<file path="config.mk">
export PLATFORM = sky130hd
export DESIGN_NAME = lasq_ctrl_flat
export DESIGN_NICKNAME = d
export VERILOG_FILES = /design/src/verilog/lasq_pkg.sv /design/src/verilog/lasq_link_if.sv /design/src/verilog/lasq_ctrl.sv /design/src/flat_wrapper.sv
export SDC_FILE = /design/constraint.sdc
export NUM_CORES = 1
export LEC_CHECK = 0
export BUFFER_PORTS_ARGS = -buffer_cell sky130_fd_sc_hd__buf_2
export CAP_MARGIN = 20
export CORE_UTILIZATION = 40
export CTS_CLUSTER_DIAMETER = 150
export CTS_CLUSTER_SIZE = 8
export DETAILED_ROUTE_END_ITERATION = 7
export HOLD_SLACK_MARGIN = 0.15
export PLACE_DENSITY_LB_ADDON = 0.05
export SYNTH_ARGS = -nofsm -noshare
export SYNTH_HDL_FRONTEND = slang
export SYNTH_SLANG_ARGS = --single-unit
</file>
<file path="constraint.sdc">
create_clock -name clk_sys -period 3.39 [get_ports clk_sys]
set_input_delay 0.8475 -clock clk_sys [delete_from_list [all_inputs] [get_ports clk_sys]]
set_output_delay 0.8475 -clock clk_sys [all_outputs]
set_load 0.01 [all_outputs]
</file>
<file path="src/verilog/lasq_pkg.sv">
// shared constants and types of the linear array scan sequencer
// assumes one system clock of 250 MHz feeding both ends of the link

package lasq_pkg;

   // ************************************************************
   // array geometry
   // ************************************************************
   localparam int PIX_N = 640;                   // pixels scanned per start
   localparam int IDX_W = 10;                    // wide enough for PIX_N + 1
   localparam logic [9:0] PIX_LAST = 10'h280;    // index of pixel n
   localparam logic [9:0] PIX_END = 10'h281;     // clock n+1, output floats
   localparam logic [9:0] SETUP_CLKS = 10'h012;  // clocks spent in setup (18)
   localparam logic [9:0] RELEASE_CLK = 10'h013; // clock that ends reset (19)
   localparam int DW = 16;                       // pixel word width
   localparam int LW = 8;                        // light level width

   // ************************************************************
   // timing
   // ************************************************************
   localparam int CLK_HZ = 250_000_000;          // system clock rate
   localparam int PX_MAX_HZ = 8_000_000;         // fastest pixel clock
   localparam int PX_PERIOD_CYC = (CLK_HZ + PX_MAX_HZ - 1) / PX_MAX_HZ;
   localparam int PX_HALF_CYC = PX_PERIOD_CYC / 2;
   localparam int XFER_US = 20;                  // charge transfer time, us
   localparam int XFER_CYC = XFER_US * (CLK_HZ / 1_000_000);
   localparam int SPACING_MAX_MS = 100;          // longest start spacing, ms
   localparam int SPACING_MAX_CYC = SPACING_MAX_MS * (CLK_HZ / 1000);
   localparam int TW = 25;                       // timer width
   localparam logic [24:0] SETUP_CYC = 25'(18 * PX_PERIOD_CYC);

   // ************************************************************
   // buffering and reset values
   // ************************************************************
   localparam int FIFO_DEPTH = 16;
   localparam logic [15:0] ACC_RST = 16'h0000;
   localparam logic [15:0] ACC_MAX = 16'hffff;

   // controller sequence
   typedef enum logic [2:0] {
      ST_IDLE = 3'h0,
      ST_SETUP = 3'h1,
      ST_CLK_HI = 3'h2,
      ST_CLK_LO = 3'h3,
      ST_XFER = 3'h4,
      ST_WAIT = 3'h5
   } lasq_state_t;

endpackage : lasq_pkg

</file>
<file path="src/verilog/lasq_link_if.sv">
// link between the array section and its controller
// assumes both ends run on clk_sys; the output enable marks a floating pin
`timescale 1ns/1ps

interface lasq_link_if;
   logic si;                        // start pulse
   logic hold;                      // hold strobe, tied to start
   logic pclk;                      // pixel clock level
   logic [15:0] aout_data;          // analog_pixel_out as a word
   logic aout_oe_n;                 // low while the section drives

   modport dev (input si, hold, pclk, output aout_data, aout_oe_n);
   modport ctl (output si, hold, pclk, input aout_data, aout_oe_n);
endinterface : lasq_link_if

</file>
<file path="src/verilog/lasq_ctrl.sv">
// controller end: start, hold and pixel clock generation, pixel capture
// assumes the section answers on the same clk_sys; holds a 16-word FIFO
`timescale 1ns/1ps

// ************************************************************
// pixel buffer
// ************************************************************
module lasq_fifo #(
   parameter int W = 16,
   parameter int D = 16
) (
   // system
   input wire logic clk_sys,
   input wire logic resetn,
   // fill side
   input wire logic in_valid,
   output logic in_ready,
   input wire logic [W-1:0] in_data,
   // drain side
   output logic out_valid,
   input wire logic out_ready,
   output logic [W-1:0] out_data
);
   localparam int AW = $clog2(D);

   logic [W-1:0] mem_q [D];            // storage entries
   logic [AW-1:0] wp_q, wp_d;          // write index
   logic [AW-1:0] rp_q, rp_d;          // read index
   logic [AW:0] cnt_q, cnt_d;          // words held
   logic full_q, full_d;
   logic empty_q, empty_d;
   logic wr, rd;

   // pointer and flag update
   always_comb begin
      wr = in_valid & ~full_q;
      rd = out_ready & ~empty_q;
      wp_d = wr ? wp_q + AW'(1) : wp_q;
      rp_d = rd ? rp_q + AW'(1) : rp_q;
      cnt_d = cnt_q + (AW+1)'(wr) - (AW+1)'(rd);
      full_d = cnt_d == (AW+1)'(D);
      empty_d = cnt_d == '0;
   end

   // one write port per entry
   for (genvar i = 0; i < D; i++) begin : g_ent
      always_ff @(posedge clk_sys) begin
         if (wr && wp_q == AW'(i)) begin
            mem_q[i] <= in_data;
         end
      end
   end

   always_ff @(posedge clk_sys or negedge resetn) begin
      if (!resetn) begin
         wp_q <= '0;
         rp_q <= '0;
         cnt_q <= '0;
         full_q <= 1'b0;
         empty_q <= 1'b1;
      end else begin
         wp_q <= wp_d;
         rp_q <= rp_d;
         cnt_q <= cnt_d;
         full_q <= full_d;
         empty_q <= empty_d;
      end
   end

   assign in_ready = ~full_q;
   assign out_valid = ~empty_q;
   assign out_data = mem_q[rp_q];
endmodule : lasq_fifo

// ************************************************************
// controller
// ************************************************************
// Functional notes
// - integration is start spacing minus 18 clocks
// - start high at clock edge launches cycle
// - at least n+1 clocks between starts
// - optional idle wait, spacing at most 100 ms
// - start captures all pixels, pixel 1 out
// - each clock presents the next pixel
// - integrators reset during start plus 17 clocks
// - 19th clock releases reset, integration begins
// - first 18 pixels output during reset
// - pixel resumes sampling one clock after readout
// - clock n+1: last resumes, output floats
// - wait 20 us transfer before next start
// - pixel clock no faster than 8 MHz
// - first scan after power up is discarded
// - park the clock low while idle
// - integration between minimum and 100 ms
// - previous data read while next integrates
// - pixel valid for the whole clock period
// - start low before the following rising edge
module lasq_ctrl #(
   parameter int XFER_CYC_P = lasq_pkg::XFER_CYC,
   parameter int SPACING_MAX_P = lasq_pkg::SPACING_MAX_CYC
) (
   // system
   input wire logic clk_sys,
   input wire logic resetn,
   // link
   lasq_link_if.ctl link,
   // scan control
   input wire logic run_en,
   input wire logic [24:0] wait_cyc,
   output logic scan_done,
   output logic [24:0] integ_cyc,
   // pixel stream
   output logic px_valid,
   input wire logic px_ready,
   output logic [15:0] px_data
);

   // ************************************************************
   // state
   // ************************************************************
   lasq_pkg::lasq_state_t st_q, st_d;   // sequence step
   logic [24:0] tmr_q, tmr_d;           // time in the current step
   logic [24:0] sp_q, sp_d;             // time since the last start
   logic [9:0] rise_q, rise_d;          // rising edges since start
   logic si_q, si_d;                    // start and hold line
   logic pclk_q, pclk_d;                // pixel clock line
   logic flush_q, flush_d;              // power-up scan in progress
   logic done_q, done_d;                // scan finished pulse
   logic [24:0] integ_q, integ_d;       // last integration length
   logic push, fifo_rdy, half_done, may_start;

   // ************************************************************
   // buffer between the link and the user
   // ************************************************************
   lasq_fifo #(.W(lasq_pkg::DW), .D(lasq_pkg::FIFO_DEPTH)) lasq_fifo_i (
      .clk_sys(clk_sys),
      .resetn(resetn),
      .in_valid(push),
      .in_ready(fifo_rdy),
      .in_data(link.aout_data),
      .out_valid(px_valid),
      .out_ready(px_ready),
      .out_data(px_data)
   );

   // ************************************************************
   // sequence
   // ************************************************************
   // the clock is held low while the buffer is full; a slower clock is
   // always legal, but a long stall stretches the start spacing
   always_comb begin
      half_done = tmr_q >= 25'(lasq_pkg::PX_HALF_CYC - 1);
      // next start once the wanted wait is over, or just before the limit
      may_start = sp_q >= wait_cyc ||
                  sp_q >= 25'(SPACING_MAX_P - lasq_pkg::PX_HALF_CYC - 2);
      push = 1'b0;
      st_d = st_q;
      tmr_d = tmr_q + 25'h0000001;
      sp_d = (sp_q == 25'h1ffffff) ? sp_q : sp_q + 25'h0000001;
      rise_d = rise_q;
      si_d = si_q;
      pclk_d = pclk_q;
      flush_d = flush_q;
      done_d = 1'b0;
      integ_d = integ_q;
      case (st_q)
         lasq_pkg::ST_IDLE: begin
            pclk_d = 1'b0;
            if (run_en) begin
               st_d = lasq_pkg::ST_SETUP;
               si_d = 1'b1;
               tmr_d = 25'h0000000;
            end
         end
         lasq_pkg::ST_SETUP: begin
            // start stands half a period before the rising edge
            if (half_done) begin
               pclk_d = 1'b1;
               rise_d = 10'h001;
               st_d = lasq_pkg::ST_CLK_HI;
               tmr_d = 25'h0000000;
               sp_d = 25'h0000000;
               if (!flush_q) begin
                  integ_d = sp_q - lasq_pkg::SETUP_CYC;
               end
            end
         end
         lasq_pkg::ST_CLK_HI: begin
            if (half_done) begin
               pclk_d = 1'b0;
               si_d = 1'b0;
               st_d = lasq_pkg::ST_CLK_LO;
               tmr_d = 25'h0000000;
            end
         end
         lasq_pkg::ST_CLK_LO: begin
            if (rise_q == lasq_pkg::PIX_END) begin
               // last pixel left; the output floats now
               st_d = lasq_pkg::ST_XFER;
               tmr_d = 25'h0000000;
            end else if (half_done && (flush_q || fifo_rdy)) begin
               // pixel rise_q is sampled late in its own period
               push = ~flush_q & ~link.aout_oe_n;
               pclk_d = 1'b1;
               rise_d = rise_q + 10'h001;
               st_d = lasq_pkg::ST_CLK_HI;
               tmr_d = 25'h0000000;
            end else begin
               tmr_d = half_done ? tmr_q : tmr_d;
            end
         end
         lasq_pkg::ST_XFER: begin
            if (tmr_q >= 25'(XFER_CYC_P - 1)) begin
               st_d = lasq_pkg::ST_WAIT;
               done_d = ~flush_q;
               flush_d = 1'b0;
            end
         end
         lasq_pkg::ST_WAIT: begin
            if (!run_en) begin
               st_d = lasq_pkg::ST_IDLE;
            end else if (may_start) begin
               st_d = lasq_pkg::ST_SETUP;
               si_d = 1'b1;
               tmr_d = 25'h0000000;
            end
         end
         default: begin
            st_d = lasq_pkg::ST_IDLE;
            si_d = 1'b0;
            pclk_d = 1'b0;
         end
      endcase
   end

   // ************************************************************
   // registers
   // ************************************************************
   always_ff @(posedge clk_sys or negedge resetn) begin
      if (!resetn) begin
         st_q <= lasq_pkg::ST_IDLE;
         tmr_q <= 25'h0000000;
         sp_q <= 25'h0000000;
         rise_q <= 10'h000;
         si_q <= 1'b0;
         pclk_q <= 1'b0;
         flush_q <= 1'b1;
         done_q <= 1'b0;
         integ_q <= 25'h0000000;
      end else begin
         st_q <= st_d;
         tmr_q <= tmr_d;
         sp_q <= sp_d;
         rise_q <= rise_d;
         si_q <= si_d;
         pclk_q <= pclk_d;
         flush_q <= flush_d;
         done_q <= done_d;
         integ_q <= integ_d;
      end
   end

   // start and hold are tied together, the usual wiring
   assign link.si = si_q;
   assign link.hold = si_q;
   assign link.pclk = pclk_q;
   assign scan_done = done_q;
   assign integ_cyc = integ_q;

endmodule : lasq_ctrl

</file>
<file path="src/flat_wrapper.sv">
// flat-port wrapper written by rule: the top's interface ports become plain ports
module lasq_ctrl_flat 
#(
   parameter int XFER_CYC_P = lasq_pkg::XFER_CYC,
   parameter int SPACING_MAX_P = lasq_pkg::SPACING_MAX_CYC
)
  (clk_sys, resetn, run_en, wait_cyc, scan_done, integ_cyc, px_valid, px_ready, px_data, link_si, link_hold, link_pclk, link_aout_data, link_aout_oe_n);
  lasq_link_if link_i ();
  input wire logic clk_sys;
  input wire logic resetn;
  input wire logic run_en;
  input wire logic [24:0] wait_cyc;
  output logic scan_done;
  output logic [24:0] integ_cyc;
  output logic px_valid;
  input wire logic px_ready;
  output logic [15:0] px_data;
  output wire logic [$bits(link_i.si)-1:0] link_si;
  output wire logic [$bits(link_i.hold)-1:0] link_hold;
  output wire logic [$bits(link_i.pclk)-1:0] link_pclk;
  input wire logic [$bits(link_i.aout_data)-1:0] link_aout_data;
  input wire logic [$bits(link_i.aout_oe_n)-1:0] link_aout_oe_n;
  assign link_si = link_i.si;
  assign link_hold = link_i.hold;
  assign link_pclk = link_i.pclk;
  assign link_i.aout_data = link_aout_data;
  assign link_i.aout_oe_n = link_aout_oe_n;
  lasq_ctrl #(.XFER_CYC_P(XFER_CYC_P), .SPACING_MAX_P(SPACING_MAX_P)) u_core (.clk_sys(clk_sys), .resetn(resetn), .link(link_i), .run_en(run_en), .wait_cyc(wait_cyc), .scan_done(scan_done), .integ_cyc(integ_cyc), .px_valid(px_valid), .px_ready(px_ready), .px_data(px_data));
endmodule
</file>
==> results.yml, run 1 <==
run_status:
  status: "finished with violations"
  violations: "negative setup slack"
timing:
  period_minus_slack_ns: 3.41
  tns_ns: -0.106
  fin_crit_sh_pct: 101
  fin_ws_ns: -0.0199
  rsz0062_at_grt: "true"
  max_freq_ghz: 0.293
  final_max_slew_viol_count: 0
  setup_viol: 10
  slew_headroom_pct: 52.9
  skew_ns: 0.0153
  finalHoldWorstSlack_ns: 0.254
  hold_viol_final: 0
  worst_pin_slew_ns: 0.703
die:
  dieArea_sq_um: 41400
  die_w_microns: 203
  num_rows: 73
  die_h_microns: 203
  pin_count: 92
  core_sq_um: 39900
  start_util_pct: 40.7
cts:
  cts_hold_buf: 0
  numCtsBuffers: 51
  cts_root_buf: "clkbuf_16"
  clockBufferDepth: 3
  cts_sinks: 363
  cts_max_level: 2
  cts_tree: "yes"
  clk_latency_ns: 0.59
  clk_pin_slew_ns: 0.06
synth:
  yosysTopAreaCell: "edfxtp_1"
  synth-main-ff-cell: "edfxtp_1"
  synth-edff-count: 256
  synthArstFlopShare_pct: 29.5
  synthTopCellsByArea: "edfxtp_1 (47%), dfrtp_1 (16%), mux4_2 (11%)"
  ys_types: 67
  ys_warn_count: 0
  synth_cells: 1117
  yosysTopAreaCellShare_pct: 47.4
  ys_ff_latch: 363
  netlist_area_sq_um: 16200
  ys_seq_area_share_pct: 63.9
  syn_avg_cell_area_sq_um: 14.5
  synth.net_count: 1207
placed_design:
  hpwl_mm: 23.4
  io_buffers: 91
  gp_routability_congestion: 0.822
  dp_cells: 1723
  dpl_worst_slack_ns: 0.232
worst_setup_path:
  reg2reg_from: "u_core.tmr_q[11]"
  critPathRequiredTime_ns: 2.54
  regToRegSetupSlack_ns: 0.21
  crit_path_max_fanout: 6
  crit_path_end_kind: "primary output"
  slowest_delay_ns: 0.52
  critPathSlowestCell: "dfrtp_4"
  startpoint: "u_core.lasq_fifo_i.rp_q[0]"
  worstSetupPathType: "flop to primary output"
  cp_common_cell: "mux4_2"
  critical_path_arrival_ns: 2.56
  path_cells: "buf_4 -> clkbuf_16 -> mux4_2 -> mux4_2 -> buf_2"
  start_kind: "flop"
global_route:
  grt_pass1_wl_mm: 59.4
  grt_usage_pct: 19.3
  grt_pass1_vias: 9872
  antenna_found_initial: 0
  grt_overflow: 0
  grt_max_degree: 68
power:
  total_leakage_power_nw: 7.30
  ir_drop_mv: 0.390
  power_density_nw_per_um2: 686
routing:
  vias: 9628
  wl_mm: 38.6
  antenna_left: 0
  drcViolationCount: 0
  firstDrtPassIters: 5
  wire_per_inst_microns: 21.5
  initialDrtViolationCount: 522
  drt-vias-per-instance: 5.35
final_layout:
  drive_gt1_share_pct: 24.1
  diodes: 0
  syn_to_final_growth_pct: 18.5
  fillers: 3450
  nets: 1349
  stdcell_count: 1798
hold_path:
  holdCritPathClass: "input pin to async pin"
job:
  maxCapViolations: 0
## worst max-delay path, delay by kind of cell, from the launching register on
kind     cells  cell delay (ns)
mux          2             0.94
flops        1             0.52
buf+inv      3             0.50
## cells in the final DEF, fill, tap and decap left out, types with 30 or more instances in the layout
cell,synthesis,routed
nand4_1,30,30
nand3_1,31,31
dfrtp_1,105,103
ha_1,43,43
buf_2,9,79
mux4_2,80,80
xnor2_1,35,35
o21ai_0,36,36
edfxtp_1,256,256
buf_4,1,49
nor2_1,83,79
nand2_1,83,83
clkbuf_16,0,53
inv_1,48,48
xor2_1,36,36
## synthesized netlist by cell type (all sizes together) (5+ instances only)
library cell / instances
a211oi: 5
a21oi: 25
a31oi: 9
and2: 17
and3: 14
and4: 10
buf: 16
clkbuf: 43
dfrtp: 105
edfxtp: 256
ha: 43
inv: 49
mux4: 80
nand2: 83
nand2b: 7
nand3: 31
nand4: 30
nor2: 83
nor3: 16
nor3b: 5
nor4: 19
o21ai: 38
or3: 8
xnor2: 35
xor2: 36
## power by group
| group | internal, mW | switching (mW) | leakage [nW] | total, mW |
|---|---|---|---|---|
| Combinational | 1.88 | 1.62 | 2.99 | 3.49 |
| Sequential | 4.93 | 0.189 | 3.63 | 5.12 |
| Clock | 2.74 | 1.83 | 0.676 | 4.58 |
## sequential cells by signal, summed over array words and instances, names as in the netlist
| name | cells |
|---|---|
| u_core.lasq_fifo_i.full_q | 1 |
| u_core.link.pclk | 1 |
| u_core.rise_q | 10 |
| u_core.lasq_fifo_i.cnt_q | 5 |
| u_core.st_q | 3 |
| u_core.link.hold | 1 |
| u_core.flush_q | 1 |
| u_core.scan_done | 1 |
| u_core.tmr_q | 25 |
| u_core.lasq_fifo_i.empty_q | 1 |
| u_core.integ_cyc | 25 |
| u_core.lasq_fifo_i.wp_q | 4 |
| u_core.sp_q | 25 |
| u_core.lasq_fifo_i.mem_q | 256 |
| u_core.lasq_fifo_i.rp_q | 4 |
## cell families (layout without fill, tap and decap cells)
kind of cell,Yosys count,after routing,synth area share [%]
muxes,83,83,11.3
DFF,363,363,63.9
buffers and inverters,108,264,2.59
AOI/OAI and AO/OA,109,109,4.35
and+or+nand+nor,339,339,10.6
adders and majority gates,44,44,3.44
xor gates and xnor gates,71,71,3.83
## worst paths after layout
| path | depth (start not counted) | endpoint |
|---|---|---|
| min in group clk_sys | 2 | u_core.integ_cyc[14] |
| max in group asynchronous | 2 | u_core.flush_q |
| max reg2reg | 13 | u_core.lasq_fifo_i.full_q |
| min | 1 | u_core.sp_q[17] |
| min reg2reg | 2 | u_core.integ_cyc[14] |
| max | 5 | px_data[9] |
## routing by layer
layer / GRT usage, % / share of wire (%) / vias up
met2: 31.5 / 49 / 213
met5: 0 / 0 / -
met4: 5.53 / 2.0 / 0
li1: - / - / 4497
met1: 26.5 / 45 / 4866
met3: 3.32 / 4.4 / 52
## metrics by stage
stage / power [mW] / utilization (%) / cell area [sq um]
after global routing: 13.8 / 48.2 / 19200
final: 13.2 / 48.2 / 19200
after floorplan: 7.32 / - / 16200
after detailed placement: 8.38 / 44.1 / 17600
after CTS: 13.3 / 48.0 / 19200
after global placement: 8.37 / 44.1 / 17600
## final cells by class
class / instances / area [sq um] / share of cell area, %
flip-flops and latches: 363 / 10400 / 54.0
multi-input cells: 646 / 5500 / 28.6
clock buffers: 64 / 1350 / 7.00
repair buffers: 148 / 1100 / 5.73
well taps: 525 / 657 / 3.42
inverters: 49 / 184 / 0.957
clock inverters: 3 / 57.6 / 0.299
## timing repair
| item | in CTS | in global routing |
|---|---|---|
| resized for setup | 10 | 7 |
| gates cloned | 2 | 1 |
| setup endpoints to repair | 16 | 17 |
| buffers inserted | 5 | 0 |
| endpoints found under the hold margin | 0 | 0 |
No activity file was read; power rests on OpenSTA's default activity.
==> run 2, diff against run 1 <==
--- a/constraint.sdc
+++ b/constraint.sdc
@@ -3,2 +3,2 @@
 set_output_delay 0.8475 -clock clk_sys [all_outputs]
-set_load 0.01 [all_outputs]
+set_load 0.02 [all_outputs]
==> run 2 against run 1 <==
- the flow now finishes without violations
- worst hold slack worse by 0.078 ns
- critical endpoint is now px_data[14]
- die area stayed put
- register-to-register slack hardly changed
- sequential power hardly changed
- clock skew is 0.0017 ns higher
==> results.yml, run 2 (synthesis results as in run 1) <==
die:
  core_sq_um: 39900
  pin_count: 92
  start_util_pct: 40.7
  die_w_microns: 203
  die_h_microns: 203
  num_rows: 73
  dieArea_sq_um: 41400
timing:
  rsz0062_at_grt: "true"
  period_minus_slack_ns: 3.37
  hold_viol_final: 0
  worst_pin_slew_ns: 0.673
  slew_headroom_pct: 54.9
  setup_viol: 0
  max_freq_ghz: 0.297
  skew_ns: 0.0170
  final_max_slew_viol_count: 0
  fin_crit_sh_pct: 99.5
  tns_ns: 0
worst_setup_path:
  critical_path_arrival_ns: 2.52
  start_kind: "flop"
  crit_path_end_kind: "primary output"
  worstSetupPathType: "flop to primary output"
  crit_path_max_fanout: 9
  critPathRequiredTime_ns: 2.54
routing:
  antenna_left: 0
  drcViolationCount: 0
  wl_mm: 38.2
  vias: 9651
  firstDrtPassIters: 5
  initialDrtViolationCount: 548
  drt-vias-per-instance: 5.34
  wire_per_inst_microns: 21.2
final_layout:
  layout_common_cells: "edfxtp_1 (256), dfrtp_1 (103), nand2_1 (83)"
  drive_gt1_share_pct: 24.4
  mostFrequentLayoutCell: "edfxtp_1"
  syn_to_final_growth_pct: 19.1
  top_register: "u_core.lasq_fifo_i.mem_q"
  stdcell_count: 1806
  nets: 1354
  largest_reg_flops: 256
  diodes: 0
  fillers: 3531
hold_path:
  holdCritPathClass: "input pin to async pin"
power:
  pwr-share-seq_pct: 37.8
  combPwrFrac_pct: 28.8
  power_frac_clock_pct: 33.4
  switching_share_pct: 28.0
  ir_drop_mv: 0.367
  power_density_nw_per_um2: 701
  total_leakage_power_nw: 7.34
  p_int_mw: 9.75
  p_sw_mw: 3.79
  power_mw: 13.5
global_route:
  grt_max_degree: 85
  grt_pass1_vias: 9925
  grt_pass1_wl_mm: 59.7
  antenna_found_initial: 0
  grt_overflow: 0
  grt_usage_pct: 19.2
cts:
  cts_root_buf: "clkbuf_16"
  numCtsBuffers: 51
  cts_max_level: 2
  cts_sinks: 363
  clockBufferDepth: 3
  cts_tree: "yes"
  cts_hold_buf: 0
  clk_latency_ns: 0.58
  clk_pin_slew_ns: 0.05
placed_design:
  dp_cells: 1720
  hpwl_mm: 22.9
  gp_routability_congestion: 0.785
  io_buffers: 91
job:
  maxCapViolations: 0
run_status:
  status: "completed"
[run 2: cell types whose count changed in the layout (fill, tap and decap cells not counted), sizes merged]
cell | before | now
clkbuf | 65 | 68
buf | 147 | 152
[run 2: final cells by class]
cell class | count | area (sq um) | area share [%]
Tap cell | 525 | 657 | 3.40
Timing Repair Buffer | 153 | 1210 | 6.27
Sequential cell | 363 | 10400 | 53.7
Multi-Input combinational cell | 646 | 5510 | 28.5
Clock inverter | 3 | 32.5 | 0.168
Clock buffer | 67 | 1360 | 7.03
Inverter | 49 | 184 | 0.952
[run 2: path summary, 6_finish.rpt]
path / slack (ns) / to / depth (start not counted) / from
worst max register to register: 0.20 / u_core.lasq_fifo_i.full_q / 13 / u_core.tmr_q[11]
worst min-delay path: 0.18 / u_core.integ_cyc[14] / 1 / resetn
worst max-delay path: 0.02 / px_data[14] / 5 / u_core.lasq_fifo_i.rp_q[0]
max in group asynchronous: 2.40 / u_core.flush_q / 2 / resetn
min in group clk_sys: 0.47 / u_core.integ_cyc[19] / 2 / u_core.integ_cyc[19]
worst min register to register: 0.47 / u_core.integ_cyc[19] / 2 / u_core.integ_cyc[19]
[run 2: what timing repair did]
item / 4_1_cts / 5_1_grt
gates resized for setup: 18 / 23
pin swaps: 0 / 3
buffers inserted: 6 / 7
setup endpoints to repair: 16 / 18
cloned: 2 / 1
[run 2: power groups by stage]
stage                     Clock, mW  Sequential [mW]  Combinational, mW
final                          4.52             5.11               3.90
after global routing           4.86             5.13               4.20
after CTS                      4.67             5.11               3.68
after detailed placement          0             5.26               3.27
after global placement            0             5.26               3.25
after floorplan                   0             5.09               2.40
[run 2: worst max-delay path, cell delays in order, from the launching register on]
cell and delay [ns]:
dfrtp_4 0.46, buf_6 0.15, buf_12 0.15, mux4_2 0.50, mux4_2 0.50, buf_2 0.18
[run 2: metal layers]
layer  part of all wire, %  up-vias  GRT usage, %
met1                    46     4871          27.2
met2                    48      198          30.6
li1                      -     4526             -
met4                   1.8        0          4.86
met3                   4.4       56          3.64
met5                     0        -             0
[run 2: through the flow]
stage,worst slack (ns),utilization [%],hold WS [ns],area [sq um]
detailed placement,0.177,44.1,0.460,17600
global route,-0.0511,48.4,0.183,19300
CTS,-0.0651,48.0,0.161,19200
global placement,0.288,44.1,0.461,17600
floorplan,-0.254,-,0.477,16200
finish,0.0183,48.4,0.176,19300
